$ cat config.mk
export PLATFORM = sky130hd
export DESIGN_NAME = suspend_resume_sequencer
export DESIGN_NICKNAME = d
export VERILOG_FILES = /design/src/suspend_resume_sequencer_pkg.sv /design/src/rtc_tick_gen.sv /design/src/suspend_resume_sequencer.sv
export VERILOG_INCLUDE_DIRS = /design/src
export SDC_FILE = /design/constraint.sdc
export NUM_CORES = 1
export LEC_CHECK = 0
export BUFFER_PORTS_ARGS = -buffer_cell sky130_fd_sc_hd__buf_4
export CAP_MARGIN = 10
export CORE_ASPECT_RATIO = 0.7
export CORE_UTILIZATION = 65
export CTS_BUF_LIST = sky130_fd_sc_hd__clkbuf_2
export CTS_CLUSTER_SIZE = 14
export DETAILED_ROUTE_END_ITERATION = 7
export PLACE_DENSITY = 0.82
export SKIP_CTS_REPAIR_TIMING = 1
export SLEW_MARGIN = 20
export SYNTH_ARGS = -nofsm -noshare
export SYNTH_HDL_FRONTEND = slang
export SYNTH_HIERARCHICAL = 1
export SYNTH_SLANG_ARGS = --single-unit
$ cat constraint.sdc
create_clock -name CORE_CLK -period 4.3 [get_ports CORE_CLK]
set_clock_uncertainty 0.1 [all_clocks]
set_input_delay 0.43 -clock CORE_CLK [delete_from_list [all_inputs] [get_ports CORE_CLK]]
set_output_delay 0.43 -clock CORE_CLK [all_outputs]
set_load 0.02 [all_outputs]
$ cat src/suspend_resume_sequencer_defines.svh
`ifndef SUSPEND_RESUME_SEQUENCER_DEFINES_SVH
`define SUSPEND_RESUME_SEQUENCER_DEFINES_SVH

// Core clock period and slow tick period, in ns
`define SRS_CLK_PERIOD_NS    4
`define SRS_TICK_PERIOD_NS   32000
// Tick period in core cycles, rounded down
`define SRS_TICK_CYCLES      (`SRS_TICK_PERIOD_NS / `SRS_CLK_PERIOD_NS)

// PLL lock wait and status hold, in ns
`define SRS_PLL_LOCK_NS      16000000
`define SRS_STATUS_HOLD_NS   1000000
// Least times, rounded up to whole ticks
`define SRS_PLL_LOCK_TICKS   ((`SRS_PLL_LOCK_NS + `SRS_TICK_PERIOD_NS - 1) / `SRS_TICK_PERIOD_NS)
`define SRS_STATUS_TICKS     ((`SRS_STATUS_HOLD_NS + `SRS_TICK_PERIOD_NS - 1) / `SRS_TICK_PERIOD_NS)

// Synchroniser vector layout
`define SRS_SYNC_W           8
`define SRS_BIT_SUSP_REQ     0
`define SRS_BIT_STR_SEL      1
`define SRS_BIT_RESUME       2
`define SRS_BIT_MODE_LO      3
`define SRS_BIT_MODE_HI      4
`define SRS_BIT_CLK_CTRL     5
`define SRS_BIT_STOP_GRANT   6
`define SRS_BIT_POWER_GOOD   7

`endif

$ cat src/suspend_resume_sequencer_pkg.sv
package suspend_resume_sequencer_pkg;

	typedef enum logic [3:0] {
		ST_ON       = 4'h0,
		ST_E_HALT   = 4'h1,
		ST_E_GRANT  = 4'h2,
		ST_E_STAT   = 4'h3,
		ST_E_CSTOP  = 4'h4,
		ST_E_PLANE  = 4'h5,
		ST_POS      = 4'h6,
		ST_STR      = 4'h7,
		ST_OFF      = 4'h8,
		ST_R_EVT    = 4'h9,
		ST_R_WAIT   = 4'ha,
		ST_R_STAT   = 4'hb,
		ST_R_POST_A = 4'hc,
		ST_R_POST_B = 4'hd
	} seq_state_t;

	typedef enum logic [1:0] {
		RM_FULL_RESET = 2'h0,
		RM_CPU_RESET  = 2'h1,
		RM_NO_RESET   = 2'h2
	} resume_mode_t;

endpackage

$ cat src/rtc_tick_gen.sv
module rtc_tick_gen #(
	parameter int unsigned PERIOD_CYCLES = 8000
) (
	input  wire logic CORE_CLK,
	input  wire logic RSTN,
	output logic      TICK
);
	logic [15:0] cnt_ff;

	always_ff @(posedge CORE_CLK or negedge RSTN) begin
		if (!RSTN) begin
			cnt_ff <= 16'h0000;
		end else if (cnt_ff == 16'(PERIOD_CYCLES - 1)) begin
			cnt_ff <= 16'h0000;
		end else begin
			cnt_ff <= cnt_ff + 16'h0001;
		end
	end

	always_ff @(posedge CORE_CLK or negedge RSTN) begin
		if (!RSTN) begin
			TICK <= 1'b0;
		end else begin
			TICK <= (cnt_ff == 16'(PERIOD_CYCLES - 1));
		end
	end
endmodule

$ cat src/suspend_resume_sequencer.sv
`include "suspend_resume_sequencer_defines.svh"

// Operation
// - Every sequence step except taking the resume event is paced by an internal tick of about 32 us.
// - Resume from power-on-suspend releases plane A at least one tick after event.
// - Full-reset resume asserts PCI and processor resets at least one tick after event.
// - Reset-type resumes release sleep and clock halt at least one tick after event.
// - Clock-halt requests release at least 16 ms after plane A release.
// - Release also needs power good, held at least one tick.
// - Suspend status releases at least 1 ms after clock-halt release.
// - Full-reset resume releases PCI reset within one tick of status release.
// - Full-reset resume releases processor reset within one tick after PCI reset.
// - Full-reset resume frees clock-halt requests at least 1 ms before PCI reset release.
// - Processor-reset resume keeps PCI reset, releases processor reset within one tick of status release.
// - Other resumes also free clock-halt requests at least 1 ms before status release.
// - No-reset resume releases sleep within one tick, clock halt one tick later.
// - Suspend entry asserts clock halt at least one tick after requests inactive.
// - Sleep asserts at least one tick after clock halt, after stop grant.
// - Status asserts within a tick of sleep; halt requests within a further tick.
// - Suspend-to-RAM asserts planes A and B within one tick after halt step.
// - In suspend-to-RAM, within a tick of power good loss: float, resets on, sleep, halt off.
// - With power good held, suspend-to-RAM outputs stay where they were.
module suspend_resume_sequencer #(
	parameter int unsigned TICK_CYCLES = `SRS_TICK_CYCLES,
	parameter int unsigned PLL_TICKS   = `SRS_PLL_LOCK_TICKS,
	parameter int unsigned STAT_TICKS  = `SRS_STATUS_TICKS
) (
	input  wire logic       CORE_CLK,
	input  wire logic       RSTN,
	input  wire logic       SUSPEND_REQ,
	input  wire logic       SUSPEND_TO_RAM_SEL,
	input  wire logic       RESUME_EVENT,
	input  wire logic [1:0] RESUME_MODE,
	input  wire logic       CLOCK_CONTROL_EN,
	input  wire logic       STOP_GRANT,
	input  wire logic       POWER_GOOD,
	output logic [1:0]      SUSPEND_PLANES_AB_N,
	output logic [1:0]      SUSPEND_STATE_OUT_N,
	output logic            PCI_BUS_RESET_OUT_N,
	output logic            PROCESSOR_RESET,
	output logic            PROCESSOR_SLEEP_N,
	output logic            PROCESSOR_CLOCK_HALT_N,
	output logic            PCI_CLOCK_HALT_REQ_N,
	output logic            PCI_CLOCK_HALT_REQ_OE_N,
	output logic            PROCESSOR_CLOCK_HALT_REQ_N,
	output logic            PROCESSOR_CLOCK_HALT_REQ_OE_N,
	output logic            SUSPEND_TO_RAM_STATE
);
	logic [`SRS_SYNC_W-1:0]                      sync1_ff;
	logic [`SRS_SYNC_W-1:0]                      sync2_ff;
	logic                                        tick;
	suspend_resume_sequencer_pkg::seq_state_t    state_ff;
	suspend_resume_sequencer_pkg::seq_state_t    nxt_state;
	suspend_resume_sequencer_pkg::resume_mode_t  mode_ff;
	logic [15:0]                                 tcnt_ff;
	logic [1:0]                                  pg_ticks_ff;
	logic                                        halt_req_n_ff;
	logic                                        halt_oe_n_ff;
	logic                                        go;
	logic                                        susp_req;
	logic                                        str_sel;
	logic                                        resume;
	logic                                        clk_ctrl;
	logic                                        grant;
	logic                                        pg;

	// True on a tick once at least n ticks have passed since state entry
	function automatic logic due(input logic t, input logic [15:0] cnt, input logic [15:0] n);
		due = t && (cnt >= n);
	endfunction

	// Every input pin but the clock and reset passes two flops before use
	always_ff @(posedge CORE_CLK or negedge RSTN) begin
		if (!RSTN) begin
			sync1_ff <= '0;
			sync2_ff <= '0;
		end else begin
			sync1_ff <= {POWER_GOOD, STOP_GRANT, CLOCK_CONTROL_EN, RESUME_MODE,
				RESUME_EVENT, SUSPEND_TO_RAM_SEL, SUSPEND_REQ};
			sync2_ff <= sync1_ff;
		end
	end

	assign susp_req = sync2_ff[`SRS_BIT_SUSP_REQ];
	assign str_sel  = sync2_ff[`SRS_BIT_STR_SEL];
	assign resume   = sync2_ff[`SRS_BIT_RESUME];
	assign clk_ctrl = sync2_ff[`SRS_BIT_CLK_CTRL];
	assign grant    = sync2_ff[`SRS_BIT_STOP_GRANT];
	assign pg       = sync2_ff[`SRS_BIT_POWER_GOOD];

	rtc_tick_gen #(
		.PERIOD_CYCLES(TICK_CYCLES)
	) u_tick (
		.CORE_CLK(CORE_CLK),
		.RSTN    (RSTN),
		.TICK    (tick)
	);

	always_comb begin
		nxt_state = state_ff;
		case (state_ff)
			suspend_resume_sequencer_pkg::ST_ON: begin
				if (susp_req && tick) begin
					nxt_state = suspend_resume_sequencer_pkg::ST_E_HALT;
				end
			end
			suspend_resume_sequencer_pkg::ST_E_HALT: begin
				if (due(tick, tcnt_ff, 16'h0001)) begin
					nxt_state = suspend_resume_sequencer_pkg::ST_E_GRANT;
				end
			end
			suspend_resume_sequencer_pkg::ST_E_GRANT: begin
				if (grant && due(tick, tcnt_ff, 16'h0001)) begin
					nxt_state = suspend_resume_sequencer_pkg::ST_E_STAT;
				end
			end
			suspend_resume_sequencer_pkg::ST_E_STAT: begin
				if (tick) begin
					nxt_state = suspend_resume_sequencer_pkg::ST_E_CSTOP;
				end
			end
			suspend_resume_sequencer_pkg::ST_E_CSTOP: begin
				if (tick) begin
					nxt_state = suspend_resume_sequencer_pkg::ST_E_PLANE;
				end
			end
			suspend_resume_sequencer_pkg::ST_E_PLANE: begin
				if (tick && str_sel) begin
					nxt_state = suspend_resume_sequencer_pkg::ST_STR;
				end else if (tick) begin
					nxt_state = suspend_resume_sequencer_pkg::ST_POS;
				end
			end
			suspend_resume_sequencer_pkg::ST_POS: begin
				if (resume) begin
					nxt_state = suspend_resume_sequencer_pkg::ST_R_EVT;
				end
			end
			suspend_resume_sequencer_pkg::ST_STR: begin
				if (!pg && tick) begin
					nxt_state = suspend_resume_sequencer_pkg::ST_OFF;
				end
			end
			suspend_resume_sequencer_pkg::ST_OFF: begin
				nxt_state = suspend_resume_sequencer_pkg::ST_OFF;
			end
			suspend_resume_sequencer_pkg::ST_R_EVT: begin
				if (due(tick, tcnt_ff, 16'h0001)) begin
					nxt_state = suspend_resume_sequencer_pkg::ST_R_WAIT;
				end
			end
			suspend_resume_sequencer_pkg::ST_R_WAIT: begin
				if (due(tick, tcnt_ff, 16'(PLL_TICKS)) && pg_ticks_ff != 2'h0) begin
					nxt_state = suspend_resume_sequencer_pkg::ST_R_STAT;
				end
			end
			suspend_resume_sequencer_pkg::ST_R_STAT: begin
				if (due(tick, tcnt_ff, 16'(STAT_TICKS))) begin
					nxt_state = suspend_resume_sequencer_pkg::ST_R_POST_A;
				end
			end
			suspend_resume_sequencer_pkg::ST_R_POST_A: begin
				if (tick && mode_ff == suspend_resume_sequencer_pkg::RM_CPU_RESET) begin
					nxt_state = suspend_resume_sequencer_pkg::ST_ON;
				end else if (tick) begin
					nxt_state = suspend_resume_sequencer_pkg::ST_R_POST_B;
				end
			end
			suspend_resume_sequencer_pkg::ST_R_POST_B: begin
				if (tick) begin
					nxt_state = suspend_resume_sequencer_pkg::ST_ON;
				end
			end
			default: begin
				nxt_state = suspend_resume_sequencer_pkg::ST_ON;
			end
		endcase
	end

	assign go = (nxt_state != state_ff);

	always_ff @(posedge CORE_CLK or negedge RSTN) begin
		if (!RSTN) begin
			state_ff <= suspend_resume_sequencer_pkg::ST_ON;
		end else begin
			state_ff <= nxt_state;
		end
	end

	// Ticks seen since the current state was entered
	always_ff @(posedge CORE_CLK or negedge RSTN) begin
		if (!RSTN) begin
			tcnt_ff <= 16'h0000;
		end else if (go) begin
			tcnt_ff <= 16'h0000;
		end else if (tick && tcnt_ff != 16'hffff) begin
			tcnt_ff <= tcnt_ff + 16'h0001;
		end
	end

	// Ticks seen with power good high, saturating
	always_ff @(posedge CORE_CLK or negedge RSTN) begin
		if (!RSTN) begin
			pg_ticks_ff <= 2'h0;
		end else if (!pg) begin
			pg_ticks_ff <= 2'h0;
		end else if (tick && pg_ticks_ff != 2'h3) begin
			pg_ticks_ff <= pg_ticks_ff + 2'h1;
		end
	end

	// Variant is sampled when the resume event is taken
	always_ff @(posedge CORE_CLK or negedge RSTN) begin
		if (!RSTN) begin
			mode_ff <= suspend_resume_sequencer_pkg::RM_FULL_RESET;
		end else if (go && state_ff == suspend_resume_sequencer_pkg::ST_POS) begin
			// Unused code 3 folds into the no-reset variant
			if (sync2_ff[`SRS_BIT_MODE_HI:`SRS_BIT_MODE_LO] == 2'h3) begin
				mode_ff <= suspend_resume_sequencer_pkg::RM_NO_RESET;
			end else begin
				mode_ff <= suspend_resume_sequencer_pkg::resume_mode_t'(
					sync2_ff[`SRS_BIT_MODE_HI:`SRS_BIT_MODE_LO]);
			end
		end
	end

	// Output moves happen on the tick that leaves a state
	always_ff @(posedge CORE_CLK or negedge RSTN) begin
		if (!RSTN) begin
			SUSPEND_PLANES_AB_N    <= 2'h3;
			SUSPEND_STATE_OUT_N    <= 2'h3;
			PCI_BUS_RESET_OUT_N    <= 1'b1;
			PROCESSOR_RESET        <= 1'b0;
			PROCESSOR_SLEEP_N      <= 1'b1;
			PROCESSOR_CLOCK_HALT_N <= 1'b1;
			halt_req_n_ff          <= 1'b1;
			halt_oe_n_ff           <= 1'b0;
		end else if (go) begin
			case (state_ff)
				suspend_resume_sequencer_pkg::ST_E_HALT: begin
					PROCESSOR_CLOCK_HALT_N <= 1'b0;
				end
				suspend_resume_sequencer_pkg::ST_E_GRANT: begin
					PROCESSOR_SLEEP_N <= 1'b0;
				end
				suspend_resume_sequencer_pkg::ST_E_STAT: begin
					SUSPEND_STATE_OUT_N <= 2'h0;
				end
				suspend_resume_sequencer_pkg::ST_E_CSTOP: begin
					halt_req_n_ff <= !clk_ctrl;
				end
				suspend_resume_sequencer_pkg::ST_E_PLANE: begin
					SUSPEND_PLANES_AB_N <= str_sel ? 2'h0 : 2'h2;
				end
				suspend_resume_sequencer_pkg::ST_STR: begin
					halt_oe_n_ff           <= 1'b1;
					PCI_BUS_RESET_OUT_N    <= 1'b0;
					PROCESSOR_RESET        <= 1'b1;
					PROCESSOR_SLEEP_N      <= 1'b1;
					PROCESSOR_CLOCK_HALT_N <= 1'b1;
				end
				suspend_resume_sequencer_pkg::ST_R_EVT: begin
					SUSPEND_PLANES_AB_N[0] <= 1'b1;
					if (mode_ff == suspend_resume_sequencer_pkg::RM_FULL_RESET) begin
						PCI_BUS_RESET_OUT_N <= 1'b0;
					end
					if (mode_ff != suspend_resume_sequencer_pkg::RM_NO_RESET) begin
						PROCESSOR_RESET        <= 1'b1;
						PROCESSOR_SLEEP_N      <= 1'b1;
						PROCESSOR_CLOCK_HALT_N <= 1'b1;
					end
				end
				suspend_resume_sequencer_pkg::ST_R_WAIT: begin
					halt_req_n_ff <= 1'b1;
				end
				suspend_resume_sequencer_pkg::ST_R_STAT: begin
					SUSPEND_STATE_OUT_N <= 2'h3;
				end
				suspend_resume_sequencer_pkg::ST_R_POST_A: begin
					if (mode_ff == suspend_resume_sequencer_pkg::RM_FULL_RESET) begin
						PCI_BUS_RESET_OUT_N <= 1'b1;
					end else if (mode_ff == suspend_resume_sequencer_pkg::RM_CPU_RESET) begin
						PROCESSOR_RESET <= 1'b0;
					end else begin
						PROCESSOR_SLEEP_N <= 1'b1;
					end
				end
				suspend_resume_sequencer_pkg::ST_R_POST_B: begin
					if (mode_ff == suspend_resume_sequencer_pkg::RM_FULL_RESET) begin
						PROCESSOR_RESET <= 1'b0;
					end else begin
						PROCESSOR_CLOCK_HALT_N <= 1'b1;
					end
				end
				default: begin
					halt_oe_n_ff <= halt_oe_n_ff;
				end
			endcase
		end
	end

	always_ff @(posedge CORE_CLK or negedge RSTN) begin
		if (!RSTN) begin
			SUSPEND_TO_RAM_STATE <= 1'b0;
		end else begin
			SUSPEND_TO_RAM_STATE <= (nxt_state == suspend_resume_sequencer_pkg::ST_STR) ||
				(nxt_state == suspend_resume_sequencer_pkg::ST_OFF);
		end
	end

	// Both clock-halt requests share one driver and one enable
	assign PCI_CLOCK_HALT_REQ_N          = halt_req_n_ff;
	assign PROCESSOR_CLOCK_HALT_REQ_N    = halt_req_n_ff;
	assign PCI_CLOCK_HALT_REQ_OE_N       = halt_oe_n_ff;
	assign PROCESSOR_CLOCK_HALT_REQ_OE_N = halt_oe_n_ff;
endmodule

== Yosys cells after proc, flatten, opt, wreduce, memory -nomap -nowiden ==
Cells that the tools add are included.

* Input bits: 10
* Register bits: 68
* Output and inout port bits: 13

* Reductions and logical operators: 35
* Add/subtract/negate cells: 3
* Muxes and demuxes: 38
* Equal/unequal tests: 31
* $lt $le $gt $ge: 3

{| class="wikitable"
|+ Operators with widths
! kind !! count
|-
| two-way mux 4 bit || 15
|-
| case mux 4 bit (14 select lines) || 1
|-
| two-way mux 16 bit || 3
|-
| adder 16 x 1 -> 16 bit, second input constant || 2
|-
| equality test 4 bit, second input constant || 7
|-
| equality test 4 x 3 -> 1 bit, second input constant || 5
|-
| inequality test 2 bit, second input constant || 10
|-
| equality test 16 x 13 -> 1 bit, second input constant || 1
|-
| >= comparator 16 x 1 -> 1 bit, second input constant || 1
|-
| >= comparator 16 x 6 -> 1 bit, second input constant || 1
|-
| >= comparator 16 x 9 -> 1 bit, second input constant || 1
|-
| inequality test 16 bit, second input constant || 1
|-
| logical AND 1 bit || 12
|-
| case mux 1 bit (4 select lines) || 3
|-
| nonzero test 4 bit || 3
|-
| AND reduction 2 bit || 5
|-
| nonzero test 2 bit || 5
|-
| equality test 4 x 2 -> 1 bit, second input constant || 2
|-
| two-way mux 1 bit || 8
|-
| two-way mux 2 bit || 4
|-
| AND reduction 4 bit || 2
|-
| AND reduction 6 bit || 1
|-
| AND reduction 5 bit || 1
|-
| equality test 4 x 1 -> 1 bit, second input constant || 1
|-
| other kinds (13) || 15
|}

== Longest topological paths before layout ==
Gate-level depths: netlist of the first run.

* Depth after elaboration: 7
* Mapped depth: 12

== By module ==
The synthesis of the first run kept the hierarchy.

{| class="wikitable"
|+ By module, submodules not included
! module !! area an instance (um2) !! sequential area each (um2) !! instances !! cells an instance
|-
| suspend_resume_sequencer || 2,607.5 || 1,260.0 || 1 || 271
|-
| rtc_tick_gen || 787.0 || 425.4 || 1 || 70
|}

== Least setup slack after synthesis of the first run ==
OpenSTA, ideal clock, no wires.

* Path type: flip-flop to flip-flop
* Start: reg state_ff[3]
* End: reg tcnt_ff[9]
* Period minus slack after synthesis: 2,763 ps
* Data required time: 4,129 ps
* Stages on the path, launching flop included: 12
* Library setup time: 71 ps
* Data arrival time: 2,591 ps
* Setup slack: 1,537 ps
* Buffers on the path: 4
* Cell sequence: dfrtp_1 buf_6 nor4bb_1 and3_1 or4_1 or4b_1 buf_2 xnor2_4 or2_1 buf_4 buf_6 nor2_1

{| class="wikitable"
|+ RTL lines
! element !! RTL line !! source
|-
| from (decl) || suspend_resume_sequencer.sv:52 || <nowiki>suspend_resume_sequencer_pkg::seq_state_t state_ff;</nowiki>
|-
| from (signal assigned) || suspend_resume_sequencer.sv:184 || <nowiki>state_ff <= suspend_resume_sequencer_pkg::ST_ON;</nowiki>
|-
| from (signal assigned) || suspend_resume_sequencer.sv:186 || <nowiki>state_ff <= nxt_state;</nowiki>
|-
| equality test 4 bit, or another cell as far along || suspend_resume_sequencer.sv:101 || <nowiki>case (state_ff)</nowiki>
|-
| case mux 4 bit (14 select lines) (*) || suspend_resume_sequencer.sv:101 ||
|-
| named net nxt_state[0] || suspend_resume_sequencer.sv:53 || <nowiki>suspend_resume_sequencer_pkg::seq_state_t nxt_state;</nowiki>
|-
| inequality test 4 bit (*) || suspend_resume_sequencer.sv:180 || <nowiki>assign go = (nxt_state != state_ff);</nowiki>
|-
| two-way mux 16 bit / nonzero test 2 bit (equally long branches) || n/a ||
|-
| to (signal assigned) || suspend_resume_sequencer.sv:197 || <nowiki>tcnt_ff <= tcnt_ff + 16'h0001;</nowiki>
|-
| to (decl) || suspend_resume_sequencer.sv:55 || <nowiki>logic [15:0] tcnt_ff;</nowiki>
|}

Mark *: on every way through the listed nets, which the timed path passes. The rest lies on a longest branch.
A chain may end at the register's enable or synchronous reset.

== Final worst setup path of the first run ==
* Start: reg state_ff[2]
* End: reg PROCESSOR_CLOCK_HALT_N

* Word-level cells in the longest chain between the ends: 5

{| class="wikitable"
|+ RTL lines
! element !! RTL line !! source
|-
| two-way mux 4 bit (on tied branches) || suspend_resume_sequencer.sv:165, suspend_resume_sequencer.sv:130 ||
|-
| two-way mux 4 bit (on tied branches) || suspend_resume_sequencer.sv:163, suspend_resume_sequencer.sv:128 ||
|-
| case mux 4 bit (14 select lines) || suspend_resume_sequencer.sv:101 ||
|-
| inequality test 4 bit || suspend_resume_sequencer.sv:180 ||
|-
| AND reduction 4 bit (no source line) || n/a ||
|-
| to (signal assigned) || suspend_resume_sequencer.sv:235 || <nowiki>PROCESSOR_CLOCK_HALT_N <= 1'b1;</nowiki>
|-
| to (signal assigned) || suspend_resume_sequencer.sv:241 || <nowiki>PROCESSOR_CLOCK_HALT_N <= 1'b0;</nowiki>
|-
| to (signal assigned) || suspend_resume_sequencer.sv:260 || <nowiki>PROCESSOR_CLOCK_HALT_N <= 1'b1;</nowiki>
|-
| to (decl) || suspend_resume_sequencer.sv:42 || <nowiki>output logic PROCESSOR_CLOCK_HALT_N,</nowiki>
|}

Several ways; a longest one is shown, not always the timed one.

==> metrics.cfg, run 1 <==
[worst_hold_path]
hold_path_class = flop to flop
hp-start = sync1_ff[6]$_DFF_PN0_
whs_endpoint = sync2_ff[6]$_DFF_PN0_
whs_path_depth = 0

[worst_setup_path]
crit_type = flop to flop
crit_fanout = 26
cp-end-kind = flop
r2r_slack_ns = 0.78
worstPathArrival_ns = 3.87
worstSetupStartpointType = flop
reg2reg_from = state_ff[2]$_DFF_PN0_
worstRegToRegCells = 7
rr_endpoint = PROCESSOR_CLOCK_HALT_N$_DFFE_PN1P_
required_ns = 4.65

[global_routing]
grt-ovfl-total = 0
grt_max_degree = 68
grt_pass1_vias = 2355
groute.usage.overall_pct = 26.7
grt_pass1_wl_um = 11000
antenna_found_initial = 0

[clock_network]
cts_root_buf = clkbuf_2
clk_latency_ns = 0.49
path_clk_slew_ns = 0.19
numCtsBuffers = 9
clk_path_buf_depth = 2
cts_htree_levels = 3
cts_tree = yes
cts.sinks = 67

[status]
outcome = finished, final reports clean

[yosys]
ys_seq_area_share_pct = 49.6
yosysUniqueCellTypes = 61
syn_avg_cell_area_sq_um = 9.95
synth_area_sq_um = 3390
synth_edf_count = 0
synth.ff_latch_count = 67
synth_nets = 358
yosys_warnings = 6
syn_inst = 341
synthArstFlopShare_pct = 100
synth_ff_type = dfrtp_1

[floorplanning]
die_area_sq_um = 5520
dieWidth_um = 88.4
row_count = 21
ios = 23
initial_core_util_pct = 69.5
core_area_sq_um = 4890
die_h_um = 62.5

[power_and_ir_drop]
ir_worst_vdd_mv = 0.254
finalPower_mw = 0.957
cellLeakagePower_nw = 1.68
power.density_nw_per_um2 = 258

[placement]
io_buffers = 22
dp_hpwl_um = 4480
place_area_sq_um = 3540
place_congestion = 0.945

[final_layout]
diodes = 0
synthToLayoutAreaGrowth_pct = 9.40
fin_area_sq_um = 3710
drive_gt1_share_pct = 15.4
final_nets = 383

[detailed_routing]
drt_drc_violations_left = 0
wl_um = 6520
vias_per_cell = 5.83
drtAntennaViolNets = 0
vias = 2565
route.detailed.wl_per_inst_um = 14.8
drtIter0Drc = 282
dr.pass1.iters = 6

[timing]
final-max-slew-violation-count = 0
finalSetupViolCount = 0
worst_pin_slew_ns = 0.800
min_period_ns = 3.52
post-route-period-util_pct = 81.9
report.final.hold_viol_count = 0
rsz0062_at_grt = false
fmax_mhz = 284
slew_headroom_pct = 46.7
fin_tns_setup_ns = 0

[job]
drv_cap = 0

## cell families (layout without fill, tap and decap cells)
kind of cell | count (synthesis) | after routing | synth area share (%)
AO/OA/AOI/OAI | 50 | 50 | 9.69
XOR/XNOR | 31 | 31 | 8.55
adder cells (fa/ha/maj) | 7 | 7 | 2.58
buffers and inverters | 31 | 61 | 4.64
flip-flops | 67 | 67 | 49.6
multiplexers | 4 | 4 | 1.29
AND/OR/NAND/NOR | 151 | 151 | 23.6
## sequential cells by signal, indices dropped and copies added, names as in the netlist, 2 cells and up
register	cells
pg_ticks_ff	2
u_tick/cnt_ff	16
mode_ff	2
tcnt_ff	16
state_ff	4
SUSPEND_PLANES_AB_N	2
sync1_ff	8
sync2_ff	8
## worst max-delay path, stage by stage (launching register included)
cell	delay (ns)
dfrtp_1	0.85
and2_1	0.27
a221oi_1	0.09
or4_1	0.52
or4b_1	0.65
xnor2_4	0.22
or2_1	0.53
a41o_1	0.26
## synthesized netlist by cell type, types with 2 or more instances
library cell,number,area share (%)
o21ai_0,16,2.4
buf_6,2,0.66
clkbuf_1,3,0.33
buf_2,6,0.88
a21o_1,2,0.44
buf_4,5,1.1
xor2_1,10,2.6
nand3b_1,3,0.66
xnor2_1,20,5.2
nand4_1,7,1.3
and2_1,4,0.74
a21oi_1,9,1.3
o21bai_1,2,0.44
o211ai_1,3,0.66
o2bb2ai_1,2,0.52
dfrtp_1,60,44
nor2b_1,8,1.5
dfstp_2,7,5.4
nor4_1,4,0.74
nor2_1,45,5.0
nor3b_1,2,0.44
mux2_1,2,0.66
nand3_1,18,2.7
o31ai_1,2,0.44
ha_1,7,2.6
or2_2,4,0.74
nand2b_1,4,0.74
and4_1,2,0.52
inv_1,14,1.5
nor3_1,6,0.88
nand2_1,29,3.2
nor2_2,2,0.37
and3_1,3,0.55
## stage by stage
step	utilization, %	worst slack (ns)	hold WS, ns	cells
finish	76.0	0.780	0.261	440
global route	76.0	0.539	0.277	440
CTS	74.1	0.800	-0.125	431
detailed placement	72.5	0.824	0.240	415
global placement	72.5	0.887	0.231	415
floorplan	-	1.54	0.0344	341
## power breakdown
| group | leakage, nW | total, mW | switching [mW] | internal, mW |
|---|---|---|---|---|
| Combinational | 0.763 | 0.0250 | 0.0138 | 0.0112 |
| Clock | 0.0612 | 0.290 | 0.217 | 0.0734 |
| Sequential | 0.859 | 0.642 | 0.00365 | 0.638 |
## worst max path at each step
stage | startpoint | endpoint | cells past startpoint
global route | state_ff[2]$_DFF_PN0_ | PROCESSOR_CLOCK_HALT_N$_DFFE_PN1P_ | 7
CTS | state_ff[2]$_DFF_PN0_ | PROCESSOR_CLOCK_HALT_N$_DFFE_PN1P_ | 7
finish | state_ff[2]$_DFF_PN0_ | PROCESSOR_CLOCK_HALT_N$_DFFE_PN1P_ | 7
global placement | state_ff[2]$_DFF_PN0_ | PROCESSOR_CLOCK_HALT_N$_DFFE_PN1P_ | 7
detailed placement | state_ff[2]$_DFF_PN0_ | PROCESSOR_CLOCK_HALT_N$_DFFE_PN1P_ | 7
floorplan | state_ff[3]$_DFF_PN0_ | tcnt_ff[9]$_DFFE_PN0P_ | 11
## cell type report
class | count | area (sq um)
multi-input combinational | 243 | 1550
fill | 360 | 1170
clock buffer | 10 | 50.0
sequential | 67 | 1690
timing repair buffer | 31 | 255
clock inverter | 6 | 32.5
inverter | 14 | 52.6
tap | 69 | 86.3
## routing by layer
layer | share of wire [%] | GRT usage [%]
met4 | 1.1 | 8.47
met3 | 7.9 | 6.34
met2 | 41 | 36.1
met1 | 50 | 42.1
met5 | 0 | 0
## cell usage in the layout, fill, tap and decap left out, types with 6 or more instances in the layout
cell	instances
a21oi_1	9
ha_1	7
nand2_1	29
nand3_1	18
buf_4	22
nor2b_1	8
xor2_1	10
nand4_1	7
dlygate4sd3_1	9
dfrtp_1	60
nor3_1	6
nor2_1	45
xnor2_1	20
o21ai_0	16
inv_1	14
clkbuf_2	10
dfstp_2	7
Power figures use the tool's default switching activity.
==> inputs of run 2 (changes only) <==
CORE_UTILIZATION = 62   (was 65)
PLACE_DENSITY = 0.78   (was 0.82)
clock period = 3.25 ns   (was 4.3 ns; I/O delays follow)
==> run 2 against run 1 <==
  * Die area is 4.7% higher
  * Non-clock buffer count is 9 higher
  * Worst setup slack lost 0.56 ns
  * Routed wire length up 3.6%
  * Register-to-register slack got worse by 0.56 ns
  * Worst hold slack better by 0.013 ns
  * Clock-buffer cell count fell by 1
  * Global-route usage shrank 0.53 points
  * Final cell count up 2.7%
  * Largest cell class unchanged
  * Combinational power is 41% higher
  * Sequential power up 32%
==> metrics.cfg, run 2 (same netlist as run 1, synthesis figures left out) <==
[floorplanning]
row_count = 22
ios = 23
initial_core_util_pct = 64.6
dieWidth_um = 90.4
die_area_sq_um = 5780
core_area_sq_um = 5260
die_h_um = 63.9

[timing]
post-route-period-util_pct = 93.4
finalSetupViolCount = 0
slew_headroom_pct = 44.7
min_period_ns = 3.03
worst_slack_ns = 0.216
report.final.hold_viol_count = 0
fmax_mhz = 330
final-max-slew-violation-count = 0
fin_tns_setup_ns = 0
worst_pin_slew_ns = 0.829
rsz0062_at_grt = false

[detailed_routing]
route.detailed.wl_per_inst_um = 14.9
vias_per_cell = 5.65
dr.pass1.iters = 5
drt_drc_violations_left = 0
drtIter0Drc = 221
wl_um = 6750
vias = 2554
drtAntennaViolNets = 0

[worst_setup_path]
worstSetupStartpointType = flop
worstRegToRegCells = 8
cp-end-kind = flop
worstPathArrival_ns = 3.37
r2r_slack_ns = 0.22
crit_fanout = 16
crit_type = flop to flop
required_ns = 3.58

[worst_hold_path]
hold_path_class = flop to flop
whs_path_depth = 0

[status]
outcome = finished, final reports clean

[placement]
place_congestion = 0.891
place_ws_ns = 0.268
dp_hpwl_um = 4750
io_buffers = 22
place_inst = 427

[clock_network]
numCtsBuffers = 9
clk_latency_ns = 0.48
cts_root_buf = clkbuf_2
cts_htree_levels = 3
cts_tree = yes
clk_path_buf_depth = 2
cts.sinks = 67
path_clk_slew_ns = 0.19

[power_and_ir_drop]
combPwrFrac_pct = 2.6
power.density_nw_per_um2 = 356
intPower_mw = 1.04
power_frac_seq_pct = 62.4
p_clk_share_pct = 35.0
switching_power_mw = 0.324
ir_worst_vdd_mv = 0.308
cellLeakagePower_nw = 1.74
finalPower_mw = 1.36
switching_share_pct = 23.8

[final_layout]
mostFrequentLayoutCells = dfrtp_1, nor2_1, buf_4
layout_commonest_cell = dfrtp_1
num-fill-cells = 385
final_nets = 392
diodes = 0
synthToLayoutAreaGrowth_pct = 12.5
reg_top3 = tcnt_ff: 16 flops, u_tick/cnt_ff: 16 flops
drive_gt1_share_pct = 16.8
fin_cells = 452

[global_routing]
antenna_found_initial = 0
groute.usage.overall_pct = 26.1
grt_pass1_wl_um = 11600
grt-ovfl-total = 0
grt_pass1_vias = 2406
grt_max_degree = 68

[job]
drv_cap = 0

run 2: changes by cell type in the layout (fill, tap and decap cells not counted):
cell       before  now
buf_4          22   31
clkinv_2        5    0
clkinv_1        0    3
inv_6           0    2
bufinv_16       0    1
clkbuf_2       10    9
nor4_1          4    3
nor4_2          0    1
run 2: critical path: stages, from the launching register on:
cell and delay (ns):
dfrtp_1 0.60, nor4bb_1 0.17, and3_1 0.19, or4_1 0.52, or4b_1 0.65, xnor2_4 0.20, or2_1 0.23, buf_4 0.20
nor2_1 0.12
run 2: cell type report:
cell class,count,area (sq um),share of cell area [%]
inverters,14,52.6,1.38
clock inverters,7,66.3,1.74
repair buffers,40,323,8.45
multi-input cells,243,1560,40.8
well taps,72,90.1,2.36
clock buffers,9,45.0,1.18
flip-flops and latches,67,1690,44.1
run 2: power groups by stage:
| stage | logic, mW | clock network, mW | registers (mW) |
|---|---|---|---|
| final | 0.0352 | 0.476 | 0.849 |
| after global routing | 0.0397 | 0.526 | 0.850 |
| after CTS | 0.0279 | 0.493 | 0.849 |
| after detailed placement | 0.0279 | 0 | 0.864 |
| after global placement | 0.0269 | 0 | 0.864 |
| after floorplan | 0.00167 | 0 | 0.862 |
run 2: per-layer routing:
layer	up-vias	global-route usage (%)	routed length, um	share of wire (%)
li1	1238	-	-	-
met1	1193	39.7	3350	50
met2	113	37.2	2720	40
met3	10	5.95	619	9.2
met4	0	8.27	68	1.0
met5	-	0	0	0
run 2: through the flow:
step | hold WS, ns | util [%] | cell area (sq um)
after CTS | -0.203 | 70.8 | 3720
final | 0.274 | 72.7 | 3820
after global routing | 0.287 | 72.7 | 3820
after detailed placement | 0.237 | 68.7 | 3610
after floorplan | -0.0706 | - | 3390
after global placement | 0.232 | 68.7 | 3610
run 2: path summary, 6_finish.rpt:
| check | from | endpoint |
|---|---|---|
| worst max register to register | state_ff[0]$_DFF_PN0_ | tcnt_ff[10]$_DFFE_PN0P_ |
| worst min-delay path | sync1_ff[2]$_DFF_PN0_ | sync2_ff[2]$_DFF_PN0_ |
| worst min register to register | sync1_ff[2]$_DFF_PN0_ | sync2_ff[2]$_DFF_PN0_ |
| worst max-delay path | state_ff[0]$_DFF_PN0_ | tcnt_ff[10]$_DFFE_PN0P_ |
| max in group asynchronous | RSTN | sync2_ff[2]$_DFF_PN0_ |
| min in group asynchronous | RSTN | tcnt_ff[12]$_DFFE_PN0P_ |
==> inputs of run 3 (changes only) <==
==> constraint.sdc (replaced) <==
create_clock -name CORE_CLK -period 3.25 [get_ports CORE_CLK]
set_clock_uncertainty 0.1 [all_clocks]
set_input_delay 0.65 -clock CORE_CLK [delete_from_list [all_inputs] [get_ports CORE_CLK]]
set_output_delay 0.65 -clock CORE_CLK [all_outputs]
set_load 0.02 [all_outputs]
==> run 3 against run 2 <==
  * Clock-buffer cell count is the same
  * Cell area shrank 2.4%
  * Critical endpoint unchanged
  * Global-route usage did not move
  * First-iteration DRC count up 5.0%
  * Total power decreased by 0.59%
  * Largest cell class unchanged
==> metrics.cfg, run 3 (same netlist as run 1, synthesis figures left out) <==
[floorplanning]
die_h_um = 63.9
dieWidth_um = 90.4
die_area_sq_um = 5780
row_count = 22
initial_core_util_pct = 64.6
ios = 23
core_area_sq_um = 5260

[clock_network]
cts_root_buf = clkbuf_2
cts_htree_levels = 3
clk_path_buf_depth = 2
path_clk_slew_ns = 0.18
cts_tree = yes
clk_latency_ns = 0.49
cts.sinks = 67
numCtsBuffers = 9

[final_layout]
num-fill-cells = 399
diodes = 0
mostFrequentLayoutCells = dfrtp_1, nor2_1, buf_4
fin_area_sq_um = 3730
synthToLayoutAreaGrowth_pct = 9.88
final_nets = 383
layout_commonest_cell = dfrtp_1
drive_gt1_share_pct = 17.3
reg_top3 = tcnt_ff: 16 flops, u_tick/cnt_ff: 16 flops

[detailed_routing]
wl_um = 6680
route.detailed.wl_per_inst_um = 15.1
vias = 2496
vias_per_cell = 5.63
drt_drc_violations_left = 0
drtIter0Drc = 232
dr.pass1.iters = 5
drtAntennaViolNets = 0

[timing]
fmax_mhz = 328
finalSetupViolCount = 0
rsz0062_at_grt = false
fin_tns_setup_ns = 0
post-route-period-util_pct = 93.7
worst_pin_slew_ns = 0.812
min_period_ns = 3.05
final-max-slew-violation-count = 0
slew_headroom_pct = 45.9
report.final.hold_viol_count = 0

[power_and_ir_drop]
cellLeakagePower_nw = 1.70
power.density_nw_per_um2 = 362
ir_worst_vdd_mv = 0.302
finalPower_mw = 1.35

[placement]
place_congestion = 0.891
place_area_sq_um = 3610
dp_hpwl_um = 4750
io_buffers = 22

[global_routing]
grt_pass1_wl_um = 11600
groute.usage.overall_pct = 26.1
grt_pass1_vias = 2406
grt_max_degree = 68
grt-ovfl-total = 0
antenna_found_initial = 0

[worst_setup_path]
cp_slowest_cell = or4b_1
crit_type = flop to flop
slowest_delay_ns = 0.65
required_ns = 3.58
crit_fanout = 16
crit_chain = nor4bb_1 > and3_1 > or4_1 > or4b_1 > xnor2_4 > or2_1 > buf_4 > nor2_1
worstSetupStartpointType = flop
cp-end-kind = flop
crit_buf_inv = 1
worstPathArrival_ns = 3.38
cp_top_family = simple AND/OR/NAND/NOR gates

[worst_hold_path]
hold_path_class = input pin to async pin

[job]
drv_cap = 0

[status]
outcome = finished, final reports clean

run 3: cell count changes in the layout (fill, tap and decap cells not counted):
cell / previous run / this run
dlygate4sd3_1: 9 / 0
run 3: through the flow:
stage                     cells  hold slack [ns]  setup slack, ns  util (%)
after global routing        443           0.0928           0.0486      70.9
after detailed placement    427            0.237            0.268      68.7
after CTS                   443            0.122            0.229      70.8
final                       443            0.126            0.204      70.9
after global placement      427            0.232            0.352      68.7
after floorplan             341            0.231            0.487         -
run 3: cell type report:
| cell class | count | area (sq um) | area share, % |
|---|---|---|---|
| clock inverter | 7 | 66.3 | 1.78 |
| tap | 72 | 90.1 | 2.42 |
| inverter | 14 | 52.6 | 1.41 |
| sequential | 67 | 1690 | 45.2 |
| multi-input combinational | 243 | 1560 | 41.8 |
| timing repair buffer | 31 | 233 | 6.24 |
| clock buffer | 9 | 45.0 | 1.21 |
run 3: final timing paths:
| kind | start | end | slack (ns) | cells after the start |
|---|---|---|---|---|
| max | state_ff[0]$_DFF_PN0_ | tcnt_ff[10]$_DFFE_PN0P_ | 0.20 | 8 |
| min | RSTN | pg_ticks_ff[1]$_DFFE_PN0P_ | 0.13 | 1 |
| max reg2reg | state_ff[0]$_DFF_PN0_ | tcnt_ff[10]$_DFFE_PN0P_ | 0.20 | 8 |
| min reg2reg | sync1_ff[0]$_DFF_PN0_ | sync2_ff[0]$_DFF_PN0_ | 0.27 | 0 |
| max in group asynchronous | RSTN | tcnt_ff[0]$_DFFE_PN0P_ | 2.40 | 1 |
| min in group CORE_CLK | CLOCK_CONTROL_EN | sync1_ff[5]$_DFF_PN0_ | 0.15 | 1 |
run 3: power by group:
group / internal (mW) / total, mW / switching (mW)
Combinational: 0.00852 / 0.0263 / 0.0178
Sequential: 0.845 / 0.849 / 0.00400
Clock: 0.176 / 0.476 / 0.301
run 3: per-layer routing:
layer	global-route usage, %	routed length [um]	vias up
met4	8.27	90	0
li1	-	-	1217
met5	0	0	-
met3	5.95	459	9
met1	39.7	3430	1176
met2	37.2	2700	94
